==> src/cmu_pkg.sv <==
// constants, operation codes and register map of the central math unit
package cmu_pkg;

   // ==========================================================
   // sequencer operations
   typedef enum logic [4:0] {
      CMU_OP_NOP,
      CMU_OP_LOAD_ACC,
      CMU_OP_ADD,
      CMU_OP_SUB,
      CMU_OP_ADD_ULOW,
      CMU_OP_SUB_ULOW,
      CMU_OP_XOR,
      CMU_OP_AND,
      CMU_OP_OR,
      CMU_OP_STORE_HIGH,
      CMU_OP_STORE_LOW,
      CMU_OP_SET_SAT,
      CMU_OP_CLR_SAT,
      CMU_OP_BRANCH_OV,
      CMU_OP_LOAD_STATUS,
      CMU_OP_STORE_STATUS,
      CMU_OP_LOAD_OPERAND,
      CMU_OP_LOAD_OPERAND_ADD,
      CMU_OP_MULTIPLY,
      CMU_OP_MULTIPLY_IMM,
      CMU_OP_PROD_TO_ACC,
      CMU_OP_ADD_PROD,
      CMU_OP_SUB_PROD
   } cmu_op_t;

   // ==========================================================
   // datapath constants
   localparam int CMU_DATA_W = 16;
   localparam int CMU_ACC_W = 32;
   localparam int CMU_IMM_W = 13;
   localparam logic [4:0] CMU_IN_SHIFT_MAX = 5'h10;
   localparam logic [4:0] CMU_OUT_SHIFT_1 = 5'h01;
   localparam logic [4:0] CMU_OUT_SHIFT_4 = 5'h04;
   localparam logic [31:0] CMU_SAT_POS = 32'h7fffffff;
   localparam logic [31:0] CMU_SAT_NEG = 32'h80000000;
   localparam logic [31:0] CMU_ACC_RST = 32'h00000000;
   localparam logic [31:0] CMU_PROD_RST = 32'h00000000;
   localparam logic [15:0] CMU_OPND_RST = 16'h0000;

   // ==========================================================
   // status word layout for load/store status
   localparam int CMU_ST_OV_BIT = 15;
   localparam int CMU_ST_SAT_BIT = 14;
   localparam logic [13:0] CMU_ST_FILL = 14'h0000;

   // ==========================================================
   // apb register map (byte addresses)
   localparam int CMU_ADDR_W = 8;
   localparam logic [7:0] CMU_REG_CTRL = 8'h00;
   localparam logic [7:0] CMU_REG_STATUS = 8'h04;
   localparam logic [7:0] CMU_REG_ACC = 8'h08;
   localparam logic [7:0] CMU_REG_PROD = 8'h0c;
   localparam logic [7:0] CMU_REG_OPND = 8'h10;
   localparam int CMU_CTRL_SAT_BIT = 0;
   localparam int CMU_STAT_OV_BIT = 0;
   localparam int CMU_STAT_SAT_BIT = 1;
   localparam int CMU_STAT_INTBLK_BIT = 2;

endpackage

==> src/cmu_central_math_unit.sv <==
// central math unit: shifters, alu, accumulator, multiplier, apb registers
// Operation
// - load/add/sub memory word shifted left zero to sixteen places
// - shifter zero-fills low bits, sign-extends above operand to 32 bits
// - unsigned-low add/sub use memory word zero-extended, no sign extension
// - one alu operand is accumulator, other product or input shifter
// - store-high shifts accumulator copy by 0, 1 or 4, stores upper half
// - store-high shift brings low-word bits in, drops bits at top
// - output shift only on data bus path; accumulator unchanged
// - logical ops: memory with low half, zero with high half
// - accumulator stored as high and low words by separate operations
// - saturation on: overflow loads 7fffffff or 80000000
// - saturation off: overflowing result wraps unmodified
// - logical operations never overflow nor saturate
// - any overflow sets sticky overflow flag regardless of saturation
// - overflow flag clears only by branch-on-overflow or status load
// - accumulator condition outputs supplied for conditional branches
// - signed 16x16 product into 32 bits in one cycle
// - 16-bit operand register from bus; 32-bit product per multiply
// - immediate multiply: 13-bit constant, right-justified, sign-extended
// - 8000h times 8000h gives c0000000h, no special handling
// - after multiply, interrupts blocked until next instruction completes
// - product loaded, added or subtracted into accumulator, operand-add
//
// Design decisions made here: the placing of the registers and register access over APB.
module cmu_central_math_unit
   import cmu_pkg::*;
(
   input wire logic pclk,
   input wire logic presetn,
   input wire logic psel,
   input wire logic penable,
   input wire logic pwrite,
   input wire logic [CMU_ADDR_W-1:0] paddr,
   input wire logic [31:0] pwdata,
   output logic [31:0] prdata,
   output logic pready,
   output logic pslverr,
   input wire logic op_valid,
   input wire cmu_op_t op_code,
   input wire logic [4:0] shift_amt,
   input wire logic [CMU_DATA_W-1:0] data_in,
   input wire logic [CMU_IMM_W-1:0] imm_value,
   output logic [CMU_DATA_W-1:0] data_out,
   output logic data_out_valid,
   output logic overflow_flag,
   output logic saturation_mode_bit,
   output logic branch_ov_taken,
   output logic int_block,
   output logic acc_lt_zero,
   output logic acc_le_zero,
   output logic acc_ge_zero,
   output logic acc_gt_zero,
   output logic acc_nonzero,
   output logic acc_zero
);

   // ==========================================================
   // state
   logic [31:0] main_accumulator_reg;
   logic [31:0] product_reg;
   logic [15:0] operand_reg;
   logic [31:0] acc_next;
   logic acc_load;
   logic ov_event;
   logic [4:0] in_shift;
   logic [31:0] in_ext;
   logic [31:0] in_shifted;
   logic [31:0] in_unsigned;
   logic [31:0] alu_b;
   logic [31:0] sum;
   logic [31:0] diff;
   logic [31:0] arith_res;
   logic arith_ov;
   logic is_sub;
   logic [31:0] out_shifted;
   logic [15:0] mul_b;
   logic signed [31:0] mul_raw;
   logic [31:0] mul_prod;
   logic apb_done;
   logic apb_wr;
   logic ctrl_wr;
   logic run;

   assign run = op_valid;
   assign apb_done = psel & penable & pready;
   assign apb_wr = apb_done & pwrite;
   assign ctrl_wr = apb_wr & (paddr == CMU_REG_CTRL);

   // ==========================================================
   // input shifter
   always_comb begin
      in_shift = (shift_amt > CMU_IN_SHIFT_MAX) ? CMU_IN_SHIFT_MAX
                                                : shift_amt;
      in_ext = {{16{data_in[15]}}, data_in};
      in_shifted = in_ext << in_shift;
      in_unsigned = {16'h0000, data_in};
   end

   // ==========================================================
   // output shifter, bus path only
   always_comb begin
      if (shift_amt == CMU_OUT_SHIFT_1) begin
         out_shifted = main_accumulator_reg << 1;
      end else if (shift_amt == CMU_OUT_SHIFT_4) begin
         out_shifted = main_accumulator_reg << 4;
      end else begin
         out_shifted = main_accumulator_reg;
      end
   end

   // ==========================================================
   // multiplier
   always_comb begin
      if (op_code == CMU_OP_MULTIPLY_IMM) begin
         mul_b = {{3{imm_value[12]}}, imm_value};
      end else begin
         mul_b = data_in;
      end
      mul_raw = $signed(operand_reg) * $signed(mul_b);
      // 31-bit product sign-extended, so 8000h squared reads c0000000h
      mul_prod = {mul_raw[30], mul_raw[30:0]};
   end

   // ==========================================================
   // alu
   always_comb begin
      is_sub = 1'b0;
      alu_b = in_shifted;
      case (op_code)
         CMU_OP_ADD: alu_b = in_shifted;
         CMU_OP_SUB: begin
            alu_b = in_shifted;
            is_sub = 1'b1;
         end
         CMU_OP_ADD_ULOW: alu_b = in_unsigned;
         CMU_OP_SUB_ULOW: begin
            alu_b = in_unsigned;
            is_sub = 1'b1;
         end
         CMU_OP_ADD_PROD: alu_b = product_reg;
         CMU_OP_LOAD_OPERAND_ADD: alu_b = product_reg;
         CMU_OP_SUB_PROD: begin
            alu_b = product_reg;
            is_sub = 1'b1;
         end
         default: alu_b = in_shifted;
      endcase
      sum = main_accumulator_reg + alu_b;
      diff = main_accumulator_reg - alu_b;
      arith_res = is_sub ? diff : sum;
      if (is_sub) begin
         arith_ov = (main_accumulator_reg[31] != alu_b[31]) &&
                    (diff[31] != main_accumulator_reg[31]);
      end else begin
         arith_ov = (main_accumulator_reg[31] == alu_b[31]) &&
                    (sum[31] != main_accumulator_reg[31]);
      end
   end

   // ==========================================================
   // accumulator next value
   always_comb begin
      acc_next = main_accumulator_reg;
      acc_load = 1'b0;
      ov_event = 1'b0;
      if (run) begin
         case (op_code)
            CMU_OP_LOAD_ACC: begin
               acc_next = in_shifted;
               acc_load = 1'b1;
            end
            CMU_OP_ADD, CMU_OP_SUB, CMU_OP_ADD_ULOW, CMU_OP_SUB_ULOW,
            CMU_OP_ADD_PROD, CMU_OP_SUB_PROD,
            CMU_OP_LOAD_OPERAND_ADD: begin
               acc_load = 1'b1;
               ov_event = arith_ov;
               if (arith_ov && saturation_mode_bit) begin
                  acc_next = main_accumulator_reg[31] ? CMU_SAT_NEG
                                                      : CMU_SAT_POS;
               end else begin
                  acc_next = arith_res;
               end
            end
            CMU_OP_XOR: begin
               acc_next = {main_accumulator_reg[31:16],
                           main_accumulator_reg[15:0] ^ data_in};
               acc_load = 1'b1;
            end
            CMU_OP_AND: begin
               acc_next = {16'h0000,
                           main_accumulator_reg[15:0] & data_in};
               acc_load = 1'b1;
            end
            CMU_OP_OR: begin
               acc_next = {main_accumulator_reg[31:16],
                           main_accumulator_reg[15:0] | data_in};
               acc_load = 1'b1;
            end
            CMU_OP_PROD_TO_ACC: begin
               acc_next = product_reg;
               acc_load = 1'b1;
            end
            default: begin
               acc_next = main_accumulator_reg;
               acc_load = 1'b0;
            end
         endcase
      end
   end

   // ==========================================================
   // accumulator and condition outputs
   always_ff @(posedge pclk or negedge presetn) begin
      if (!presetn) begin
         main_accumulator_reg <= CMU_ACC_RST;
      end else if (acc_load) begin
         main_accumulator_reg <= acc_next;
      end
   end

   always_ff @(posedge pclk or negedge presetn) begin
      if (!presetn) begin
         acc_lt_zero <= 1'b0;
         acc_le_zero <= 1'b1;
         acc_ge_zero <= 1'b1;
         acc_gt_zero <= 1'b0;
         acc_nonzero <= 1'b0;
         acc_zero <= 1'b1;
      end else begin
         acc_lt_zero <= acc_next[31];
         acc_le_zero <= acc_next[31] | (acc_next == 32'h00000000);
         acc_ge_zero <= ~acc_next[31];
         acc_gt_zero <= ~acc_next[31] & (acc_next != 32'h00000000);
         acc_nonzero <= (acc_next != 32'h00000000);
         acc_zero <= (acc_next == 32'h00000000);
      end
   end

   // ==========================================================
   // multiplier registers
   always_ff @(posedge pclk or negedge presetn) begin
      if (!presetn) begin
         operand_reg <= CMU_OPND_RST;
      end else if (run && (op_code == CMU_OP_LOAD_OPERAND ||
                           op_code == CMU_OP_LOAD_OPERAND_ADD)) begin
         operand_reg <= data_in;
      end
   end

   always_ff @(posedge pclk or negedge presetn) begin
      if (!presetn) begin
         product_reg <= CMU_PROD_RST;
      end else if (run && (op_code == CMU_OP_MULTIPLY ||
                           op_code == CMU_OP_MULTIPLY_IMM)) begin
         product_reg <= mul_prod;
      end
   end

   // interrupt block lasts through the following instruction
   always_ff @(posedge pclk or negedge presetn) begin
      if (!presetn) begin
         int_block <= 1'b0;
      end else if (run) begin
         int_block <= (op_code == CMU_OP_MULTIPLY ||
                       op_code == CMU_OP_MULTIPLY_IMM);
      end
   end

   // ==========================================================
   // status bits
   always_ff @(posedge pclk or negedge presetn) begin
      if (!presetn) begin
         overflow_flag <= 1'b0;
      end else if (ov_event) begin
         overflow_flag <= 1'b1;
      end else if (run && op_code == CMU_OP_BRANCH_OV) begin
         overflow_flag <= 1'b0;
      end else if (run && op_code == CMU_OP_LOAD_STATUS) begin
         overflow_flag <= data_in[CMU_ST_OV_BIT];
      end
   end

   always_ff @(posedge pclk or negedge presetn) begin
      if (!presetn) begin
         saturation_mode_bit <= 1'b0;
      end else if (run && op_code == CMU_OP_SET_SAT) begin
         saturation_mode_bit <= 1'b1;
      end else if (run && op_code == CMU_OP_CLR_SAT) begin
         saturation_mode_bit <= 1'b0;
      end else if (run && op_code == CMU_OP_LOAD_STATUS) begin
         saturation_mode_bit <= data_in[CMU_ST_SAT_BIT];
      end else if (ctrl_wr) begin
         saturation_mode_bit <= pwdata[CMU_CTRL_SAT_BIT];
      end
   end

   always_ff @(posedge pclk or negedge presetn) begin
      if (!presetn) begin
         branch_ov_taken <= 1'b0;
      end else begin
         branch_ov_taken <= run && (op_code == CMU_OP_BRANCH_OV) &&
                            overflow_flag;
      end
   end

   // ==========================================================
   // data bus output for stores
   always_ff @(posedge pclk or negedge presetn) begin
      if (!presetn) begin
         data_out <= 16'h0000;
         data_out_valid <= 1'b0;
      end else begin
         data_out_valid <= 1'b0;
         if (run) begin
            case (op_code)
               CMU_OP_STORE_HIGH: begin
                  data_out <= out_shifted[31:16];
                  data_out_valid <= 1'b1;
               end
               CMU_OP_STORE_LOW: begin
                  data_out <= main_accumulator_reg[15:0];
                  data_out_valid <= 1'b1;
               end
               CMU_OP_STORE_STATUS: begin
                  data_out <= {overflow_flag, saturation_mode_bit,
                               CMU_ST_FILL};
                  data_out_valid <= 1'b1;
               end
               default: begin
                  data_out <= data_out;
               end
            endcase
         end
      end
   end

   // ==========================================================
   // apb slave, one wait state
   always_ff @(posedge pclk or negedge presetn) begin
      if (!presetn) begin
         pready <= 1'b0;
      end else begin
         pready <= psel & penable & ~pready;
      end
   end

   always_ff @(posedge pclk or negedge presetn) begin
      if (!presetn) begin
         prdata <= 32'h00000000;
         pslverr <= 1'b0;
      end else if (psel & penable & ~pready) begin
         pslverr <= 1'b0;
         prdata <= 32'h00000000;
         case (paddr)
            CMU_REG_CTRL: begin
               prdata[CMU_CTRL_SAT_BIT] <= saturation_mode_bit;
            end
            CMU_REG_STATUS: begin
               prdata[CMU_STAT_OV_BIT] <= overflow_flag;
               prdata[CMU_STAT_SAT_BIT] <= saturation_mode_bit;
               prdata[CMU_STAT_INTBLK_BIT] <= int_block;
            end
            CMU_REG_ACC: prdata <= main_accumulator_reg;
            CMU_REG_PROD: prdata <= product_reg;
            CMU_REG_OPND: prdata <= {16'h0000, operand_reg};
            default: pslverr <= 1'b1;
         endcase
      end else begin
         pslverr <= 1'b0;
      end
   end

endmodule

==> config.mk <==
export PLATFORM = sky130hd
export DESIGN_NAME = cmu_central_math_unit
export DESIGN_NICKNAME = d
export VERILOG_FILES = /design/src/cmu_pkg.sv /design/src/cmu_central_math_unit.sv
export SDC_FILE = /design/constraint.sdc
export NUM_CORES = 1
export LEC_CHECK = 0
export BUFFER_PORTS_ARGS = -buffer_cell sky130_fd_sc_hd__clkbuf_2
export CAP_MARGIN = 20
export CORE_UTILIZATION = 45
export CTS_BUF_LIST = sky130_fd_sc_hd__clkbuf_16
export CTS_CLUSTER_SIZE = 12
export DETAILED_ROUTE_END_ITERATION = 6
export PLACE_DENSITY = 0.64
export SLEW_MARGIN = 20
export SYNTH_ARGS = -nofsm -noshare
export SYNTH_HDL_FRONTEND = slang
export SYNTH_SLANG_ARGS = --single-unit
==> constraint.sdc <==
create_clock -name pclk -period 8.6 [get_ports pclk]
set_input_delay 0.86 -clock pclk [delete_from_list [all_inputs] [get_ports pclk]]
set_output_delay 0.86 -clock pclk [all_outputs]
set_load 0.005 [all_outputs]
* Word level (Yosys, flattened, before mapping) *
Cells that the tools add are included.

storage, ports and cells
  bits in registers = 140
  bits of input ports = 85

cells by class
  $lt $le $gt $ge = 1
  bitwise gates (word level) = 12
  reductions and logical operators = 26
  equality and inequality tests = 32
  mux-type cells = 31
  multipliers = 1
  shift-type cells = 1
  add/sub/neg operators = 2

operator list
  cell                                                  count
  two-way mux 32 bit                                    6
  one-hot mux 32 bit (6 select lines)                   1
  one-hot mux 29 bit (3 select lines)                   1
  one-hot mux 32 bit (2 select lines)                   1
  one-hot mux 16 bit (3 select lines)                   1
  equality test 5 x 4 -> 1 bit (second input constant)  8
  equality test 5 bit (second input constant)           7
  adder 32 bit                                          1
  zero test 32 bit                                      1
  nonzero test 32 bit                                   1
  << shifter 32 x 5 -> 32 bit                           1
  subtractor 32 bit                                     1
  multiplier 16 x 16 -> 31 bit                          1
  equality test 5 x 3 -> 1 bit (second input constant)  5
  two-way mux 1 bit                                     17
  AND 16 bit                                            1
  equality test 8 x 4 -> 1 bit (second input constant)  2
  two-way mux 16 bit                                    1
  bitwise OR 16 bit                                     1
  XOR 16 bit                                            1
  OR reduction 12 bit                                   1
  equality test 5 x 1 -> 1 bit (second input constant)  2
  equality test 5 x 2 -> 1 bit (second input constant)  2
  logical AND 1 bit                                     10
  20 further kinds                                      32

* Longest topological paths before layout *
Gate-level depths: netlist (run 1).

  depth after elaboration = 14
  mapped depth = 33
  gate-level depth less buffers = 30

* Least setup slack after synthesis (run 1) *
Ideal clock, no wire load.

  kind = in2reg
  from = in op_code[1]
  to = reg product_reg[29]
  path buffers = 5
  path slack = -0.513 ns
  data required time = 8.475 ns
  setup time = 0.125 ns
  stages on the path = 33
  arrival time = 8.988 ns
  path through = buf_2 clkbuf_1 nand4_1 inv_1 clkbuf_1 clkbuf_1 nand2_1 o21ai_1 clkbuf_1 nand2_1 fa_1 inv_1 fa_1 inv_1 fa_1 fa_1 inv_1 fa_1 inv_1 fa_1 inv_1 ha_1 a21oi_1 nor2b_1 a2111oi_0 o41ai_1 nand3_1 a311oi_1 a41o_1 nor4_1 o41ai_1 xor2_1 mux2_2

on the way
  word-level cells in the longest chain between the ends = 3
  elaborated cells between the ends (all ways) = 6
  those cells by class = mul: 1; eq/ne: 2; mux: 1; reduce/logical: 2

RTL lines
  item                                                                      RTL line                                                                                  text
  start, declared                                                           cmu_central_math_unit.sv:40                                                               input wire cmu_op_t op_code,
  equality test 5 bit, on equally long branches                             cmu_central_math_unit.sv:115, cmu_central_math_unit.sv:255, cmu_central_math_unit.sv:254
  two-way mux 16 bit / logical OR 1 bit (equally long branches)             cmu_central_math_unit.sv:115, cmu_central_math_unit.sv:254
  multiplier 16 x 16 -> 31 bit / logical AND 1 bit (equally long branches)  cmu_central_math_unit.sv:120, cmu_central_math_unit.sv:254
  end signal, assigned                                                      cmu_central_math_unit.sv:256                                                              product_reg <= mul_prod;
  end, declared                                                             cmu_central_math_unit.sv:61                                                               logic [31:0] product_reg;

Parallel ways exist; a longest one is shown, timed or not.
A chain may end at the register's enable or synchronous reset.

* Worst setup path after layout (run 1) *
  from = in op_code[3]
  to = reg product_reg[28]

The elaborated chain is that of the path after synthesis.

==> results of run 1 <==
==> path summary, 6_finish.rpt <==
kind / to / from / slack, ns / depth (start not counted)
min in group pclk: prdata[23] / prdata[23] / 0.48 / 2
min: data_out[13] / presetn / 0.45 / 1
max in group asynchronous: operand_reg[14] / presetn / 6.73 / 2
max: product_reg[28] / op_code[3] / 0.54 / 31
min reg2reg: prdata[23] / prdata[23] / 0.48 / 2
max reg2reg: product_reg[28] / operand_reg[8] / 1.21 / 22
==> per-layer routing <==
layer	GRT usage	up-vias
met5	0	-
met4	0.119	0
met3	0.0845	171
met2	0.480	1113
met1	0.474	10700
li1	-	9523
==> stage by stage <==
step                      area (sq um)  utilization  worst slack (ns)  hold slack [ns]
after global routing             25400        0.504            0.0966            0.508
after CTS                        25400        0.504             0.591            0.470
after global placement           24800        0.492             0.268            0.462
after detailed placement         24800        0.492             0.165            0.471
after floorplan                  23200            -            0.0222            0.473
final                            25400        0.504             0.536            0.446
==> cells in the final DEF (no fill, tap or decap), types with 12 or more instances in the layout <==
| master | count |
|---|---|
| a21oi_1 | 165 |
| nor4_1 | 13 |
| nor2b_1 | 79 |
| clkbuf_2 | 112 |
| a222oi_1 | 12 |
| a21o_1 | 32 |
| a22oi_1 | 43 |
| nand2b_1 | 31 |
| inv_1 | 392 |
| a211oi_1 | 23 |
| and2_1 | 61 |
| a31oi_1 | 14 |
| a221oi_1 | 14 |
| a22o_1 | 14 |
| mux2i_1 | 88 |
| or2_2 | 21 |
| o21bai_1 | 14 |
| mux4_2 | 14 |
| nand4_1 | 13 |
| nor2_1 | 156 |
| clkbuf_16 | 17 |
| xnor2_1 | 48 |
| o21ai_0 | 134 |
| nor3_1 | 34 |
| nand2_1 | 312 |
| fa_1 | 258 |
| dfrtp_1 | 137 |
| o21a_1 | 12 |
| ha_1 | 175 |
| xor2_1 | 17 |
| nand3_1 | 22 |
| buf_4 | 95 |
| o31ai_1 | 29 |
==> critical path, delay by kind of cell <==
kind | cells | cell delay [ns]
adders and majority gates | 7 | 2.88
AOI/OAI and AO/OA | 10 | 2.32
and+or+nand+nor | 5 | 1.20
buffers and inverters | 9 | 1.06
==> cells by family after synthesis <==
family | Yosys count | share of synthesized area
XOR/XNOR | 65 | 0.0246
AO/OA/AOI/OAI | 661 | 0.192
adder cells (fa/ha/maj) | 433 | 0.318
AND/OR/NAND/NOR | 810 | 0.168
flip-flops | 140 | 0.151
multiplexers | 108 | 0.0546
buffers and inverters | 556 | 0.0916
==> layout make-up <==
cell class | count | area [sq um]
Antenna cell | 2 | 5.00
Timing Repair Buffer | 215 | 1410
Clock buffer | 17 | 425
Multi-Input combinational cell | 2077 | 17600
Clock inverter | 15 | 174
Fill cell | 4916 | 25000
Inverter | 394 | 1480
Sequential cell | 140 | 3510
Tap cell | 672 | 841
==> reports/results.tsv, run 1 <==
metric	value	unit
numCtsBuffers	17	
grt_overflow_total	0	
min_period	8.06	ns
postCtsSetupRepairBufs	0	
syn_nets	3291	
async_flop_share	1.00	
initial_utilization	0.459	
cts_buffer_depth	2	
setup_viol	0	
final.setup.tns	0	ns
hold_viol_final	0	
wl_met3	9.31	mm
cts_resized	0	
violations	DRC	
dieArea	0.0524	sq mm
gp_congestion	1.00	
hold_path_class	primary input to asynchronous set/reset pin	
grt_usage	0.331	
crit_arrival	8.36	ns
die_y	229	microns
clk_pin_slew	0.06	ns
synthTopCellsByCount	inv_1 (390), nand2_1 (313), fa_1 (258), ha_1 (175), a21oi_1 (167)	
met2_wirelength	36.8	mm
placed_cells	3497	
port_buffers	114	
worst_pin_slew	1.10	ns
drc	3	
routedWlPerCell	24.4	microns
core_area	0.0505	sq mm
rows	82	
fin_crit_sh	0.938	
synth.most_common_cell	inv_1	
drv_slew	0	
clockRootBuffer	clkbuf_16	
routedLengthMet1	37.1	mm
fmax	124	MHz
synth.distinct_cells	98	
synth_area	0.0232	sq mm
grt_pass1_wl	131	mm
syn_inst	2773	
cts_tree	built	
crit_type	primary input to flop	
hold_buffers	0	
clk-insertion-delay-late	0.45	ns
rsz0062_at_grt	false	
fp.dieW	229	microns
fin_nets	3363	
syn_area_per_cell	8.35	sq um
dpl.hpwl	68.4	mm
cpPeakStageDelay	0.53	ns
htreeDepth	4	
drt_iter0_drc	2125	
antenna_found_initial	2	
grt_max_degree	81	
slew-limit-headroom	0.267	
critPathRequiredTime	8.89	ns
yosysTopAreaCell	fa_1	
first_pass_iters	7	
synthFlopType	dfrtp_1	
drt_wl_total	86.3	mm
grt_pass1_vias	21100	
ys_warn_count	0	
final_cells	3532	
drv_cap	0	
yosysSeqAreaShare	0.151	
synth-seq-cells	140	
syn_to_final_growth	9.89	%
clock-skew-final	0.0117	ns
final_layout_size_suffix_gt1_frac	0.113	
synth_edf_count	0	
numClockSinks	140	
status	finished, violations left	
ant_nets	0	
worstSetupStartpointType	primary input	
worst-path-max-fanout	22	
highest_layer	met4	
vias_per_cell	6.09	
num_io_pins	146	
yosysTopAreaCellShare	0.223	
synth_top_cells_by_area	fa_1 (22%), dfrtp_1 (15%), ha_1 (9.5%)	
slowest_stage	fa_1	
via_count	21500	
endpoint_kind	flop	
Power of run 1 is not shown: default switching activity piles up to over one toggle a cycle in this logic, so the estimate is an artifact.
==> run 2: changes to the inputs <==
- ABC_AREA: not set -> 1
- BUFFER_PORTS_ARGS: -buffer_cell sky130_fd_sc_hd__clkbuf_2 -> not set
- DONT_BUFFER_PORTS: not set -> 1
- PLACE_DENSITY: 0.64 -> 0.62
==> reports/results.tsv, run 2 <==
metric	value	unit	change
status	finished clean		was finished, violations left
antenna_found_initial	4		was 2
numCtsBuffers	17		unchanged
rows	83		was 82
initial_utilization	0.456		was 0.459
grt_pass1_vias	21700		was 21,100
cts_tree	built		unchanged
grt_max_degree	141		was 81
worst_pin_slew	1.05	ns	was 1.10 ns
synth_area	0.0234	sq mm	was 0.0232 sq mm
drv_slew	0		unchanged
drt_iter0_drc	2694		was 2,125
clock-skew-final	0.0172	ns	was 0.0117 ns
hold_path_class	primary input to asynchronous set/reset pin		unchanged
synthFlopType	dfrtp_1		unchanged
fin_crit_sh	0.903		was 0.938
cts_buffer_depth	2		unchanged
endpoint_kind	flop		unchanged
synth_compound_area_frac	0.142		was 0.192
crit_start	op_code[3]		unchanged
yosysTopAreaCellShare	0.221		was 0.223
crit_arrival	8.06	ns	was 8.36 ns
clockRootBuffer	clkbuf_16		unchanged
r2r_end	product_reg[29]		was product_reg[28]
synth_xor_area_frac	0.0194		was 0.0246
reg2reg_slack	1.64	ns	was 1.21 ns
synth_edf_count	0		unchanged
fmax	129	MHz	was 124 MHz
postCtsSetupRepairBufs	0		unchanged
critPathMostFrequentCell	inv_1		
ant_nets	0		unchanged
worst-path-max-fanout	28		was 22
synth.area.mux_share	0.000855		was 0.0546
rr_worst_depth	21		was 22
min_period	7.77	ns	was 8.06 ns
numClockSinks	140		unchanged
fin_nets	3863		was 3,363
synthAdderAreaFrac	0.314		was 0.318
r2r_start	operand_reg[15]		was operand_reg[8]
final.setup.tns	0	ns	unchanged
num_io_pins	146		unchanged
post-place-ws	0.502	ns	was 0.165 ns
final_common_cell	nand2_1		was inv_1
via_count	22900		was 21,500
syn_inst	3416		was 2,773
yosysSeqAreaShare	0.150		was 0.151
syn_to_final_growth	5.33	%	was 9.89%
cpPeakStageDelay	0.55	ns	was 0.53 ns
final_layout_size_suffix_gt1_frac	0.0405		was 0.113
critPathRequiredTime	8.89	ns	about the same
slew-limit-headroom	0.295		was 0.267
die_y	230	microns	was 229 microns
async_flop_share	1.00		unchanged
synth-simple-area-share	0.247		was 0.168
synth_top_cells_by_area	fa_1 (22%), dfrtp_1 (15%), nand2_1 (14%)		was fa_1 (22%), dfrtp_1 (15%), ha_1 (9.5%)
drc	0		was 3
synth.most_common_cell	nand2_1		was inv_1
hold_viol_final	0		unchanged
clk-insertion-delay-late	0.45	ns	about the same
synth.distinct_cells	56		was 98
clk_pin_slew	0.08	ns	was 0.06 ns
crit_type	primary input to flop		unchanged
synth_top_family_by_area	adder cells		unchanged
layout_common_cells	nand2_1 (893), inv_1 (621), nor2_1 (320)		was inv_1 (392), nand2_1 (312), fa_1 (258)
routedWlPerCell	21.7	microns	was 24.4 microns
dieArea	0.0530	sq mm	was 0.0524 sq mm
fp.dieW	230	microns	was 229 microns
cts_resized	0		unchanged
drv_cap	0		unchanged
hold_buffers	0		unchanged
port_buffers	0		was 114
core_area	0.0514	sq mm	was 0.0505 sq mm
yosysTopAreaCell	fa_1		unchanged
synth-seq-cells	140		unchanged
rsz0062_at_grt	false		unchanged
nFillCells	5403		was 4,916
grt_overflow_total	0		unchanged
setup_viol	0		unchanged
worstSetupStartpointType	primary input		unchanged
syn_area_per_cell	6.86	sq um	was 8.35 sq um
syn_nets	3934		was 3,291
synthTopCellsByCount	nand2_1 (893), inv_1 (621), nor2_1 (320), fa_1 (258), o21ai_0 (221)		was inv_1 (390), nand2_1 (313), fa_1 (258), ha_1 (175), a21oi_1 (167)
slowest_stage	fa_1		unchanged
grt_pass1_wl	133	mm	was 131 mm
gp_congestion	1.04		was 1.00
grt_usage	0.335		was 0.331
ys_warn_count	0		unchanged
finalWorstSetupSlack	0.832	ns	was 0.536 ns
htreeDepth	4		unchanged
drt_wl_total	87.5	mm	was 86.3 mm
first_pass_iters	7		unchanged
dpl.hpwl	71.4	mm	was 68.4 mm
vias_per_cell	5.66		was 6.09
-- run 2: cell count changes after synthesis, sizes merged, moves of 28 or more --
cell    change
o22ai      +59
nor2b      -79
and2       -62
o31ai      -28
nand3      +87
mux2i      -86
o21ai      +90
a21o       -28
inv       +245
nand2     +589
nand2b     -31
clkbuf     -46
nor2      +169
xnor2      -32
-- run 2: area by class of cell --
| class | instances | area, sq um | share of cell area |
|---|---|---|---|
| antenna | 4 | 10.0 | 0.000406 |
| clock inverter | 15 | 189 | 0.00766 |
| timing repair buffer | 42 | 315 | 0.0128 |
| inverter | 645 | 2420 | 0.0982 |
| clock buffer | 17 | 425 | 0.0172 |
| multi-input combinational | 2499 | 16900 | 0.687 |
| sequential | 140 | 3510 | 0.142 |
| tap | 680 | 851 | 0.0345 |
-- run 2: worst max-delay path: cells and delay by family --
kind                       cells  cell delay (ns)
AOI/OAI and AO/OA              4             0.47
xor gates and xnor gates       1             0.17
adders and majority gates      7             3.39
buffers and inverters         11             1.40
and+or+nand+nor               11             1.75
-- run 2: worst max-delay path by stage --
stage	to
4_1_cts	product_reg[29]
3_3_place_gp	product_reg[29]
2_1_floorplan	product_reg[24]
6_report	product_reg[29]
5_1_grt	product_reg[29]
3_5_place_dp	product_reg[29]
-- run 2: cell families after synthesis --
group | count (synthesis)
AOI/OAI and AO/OA | 586
xor gates and xnor gates | 52
adders and majority gates | 433
buffers and inverters | 777
DFF | 140
muxes | 2
and+or+nand+nor | 1426
-- run 2: metal layers --
| layer | track usage | part of all wire |
|---|---|---|
| met5 | 0 | 0.00015 |
| met4 | 0.112 | 0.035 |
| met3 | 0.0676 | 0.11 |
| met1 | 0.497 | 0.44 |
| met2 | 0.480 | 0.41 |
-- run 2: stage by stage --
step           utilization  hold slack, ns  cells  area (sq um)
2_1_floorplan            -           0.453   3416         23400
3_3_place_gp         0.468           0.468   4006         24000
3_5_place_dp         0.468           0.474   4006         24000
4_1_cts              0.480           0.105   4038         24700
5_1_grt              0.480           0.108   4041         24700
6_report             0.480           0.126   4042         24700
Power of run 2 is left out for the same reason.
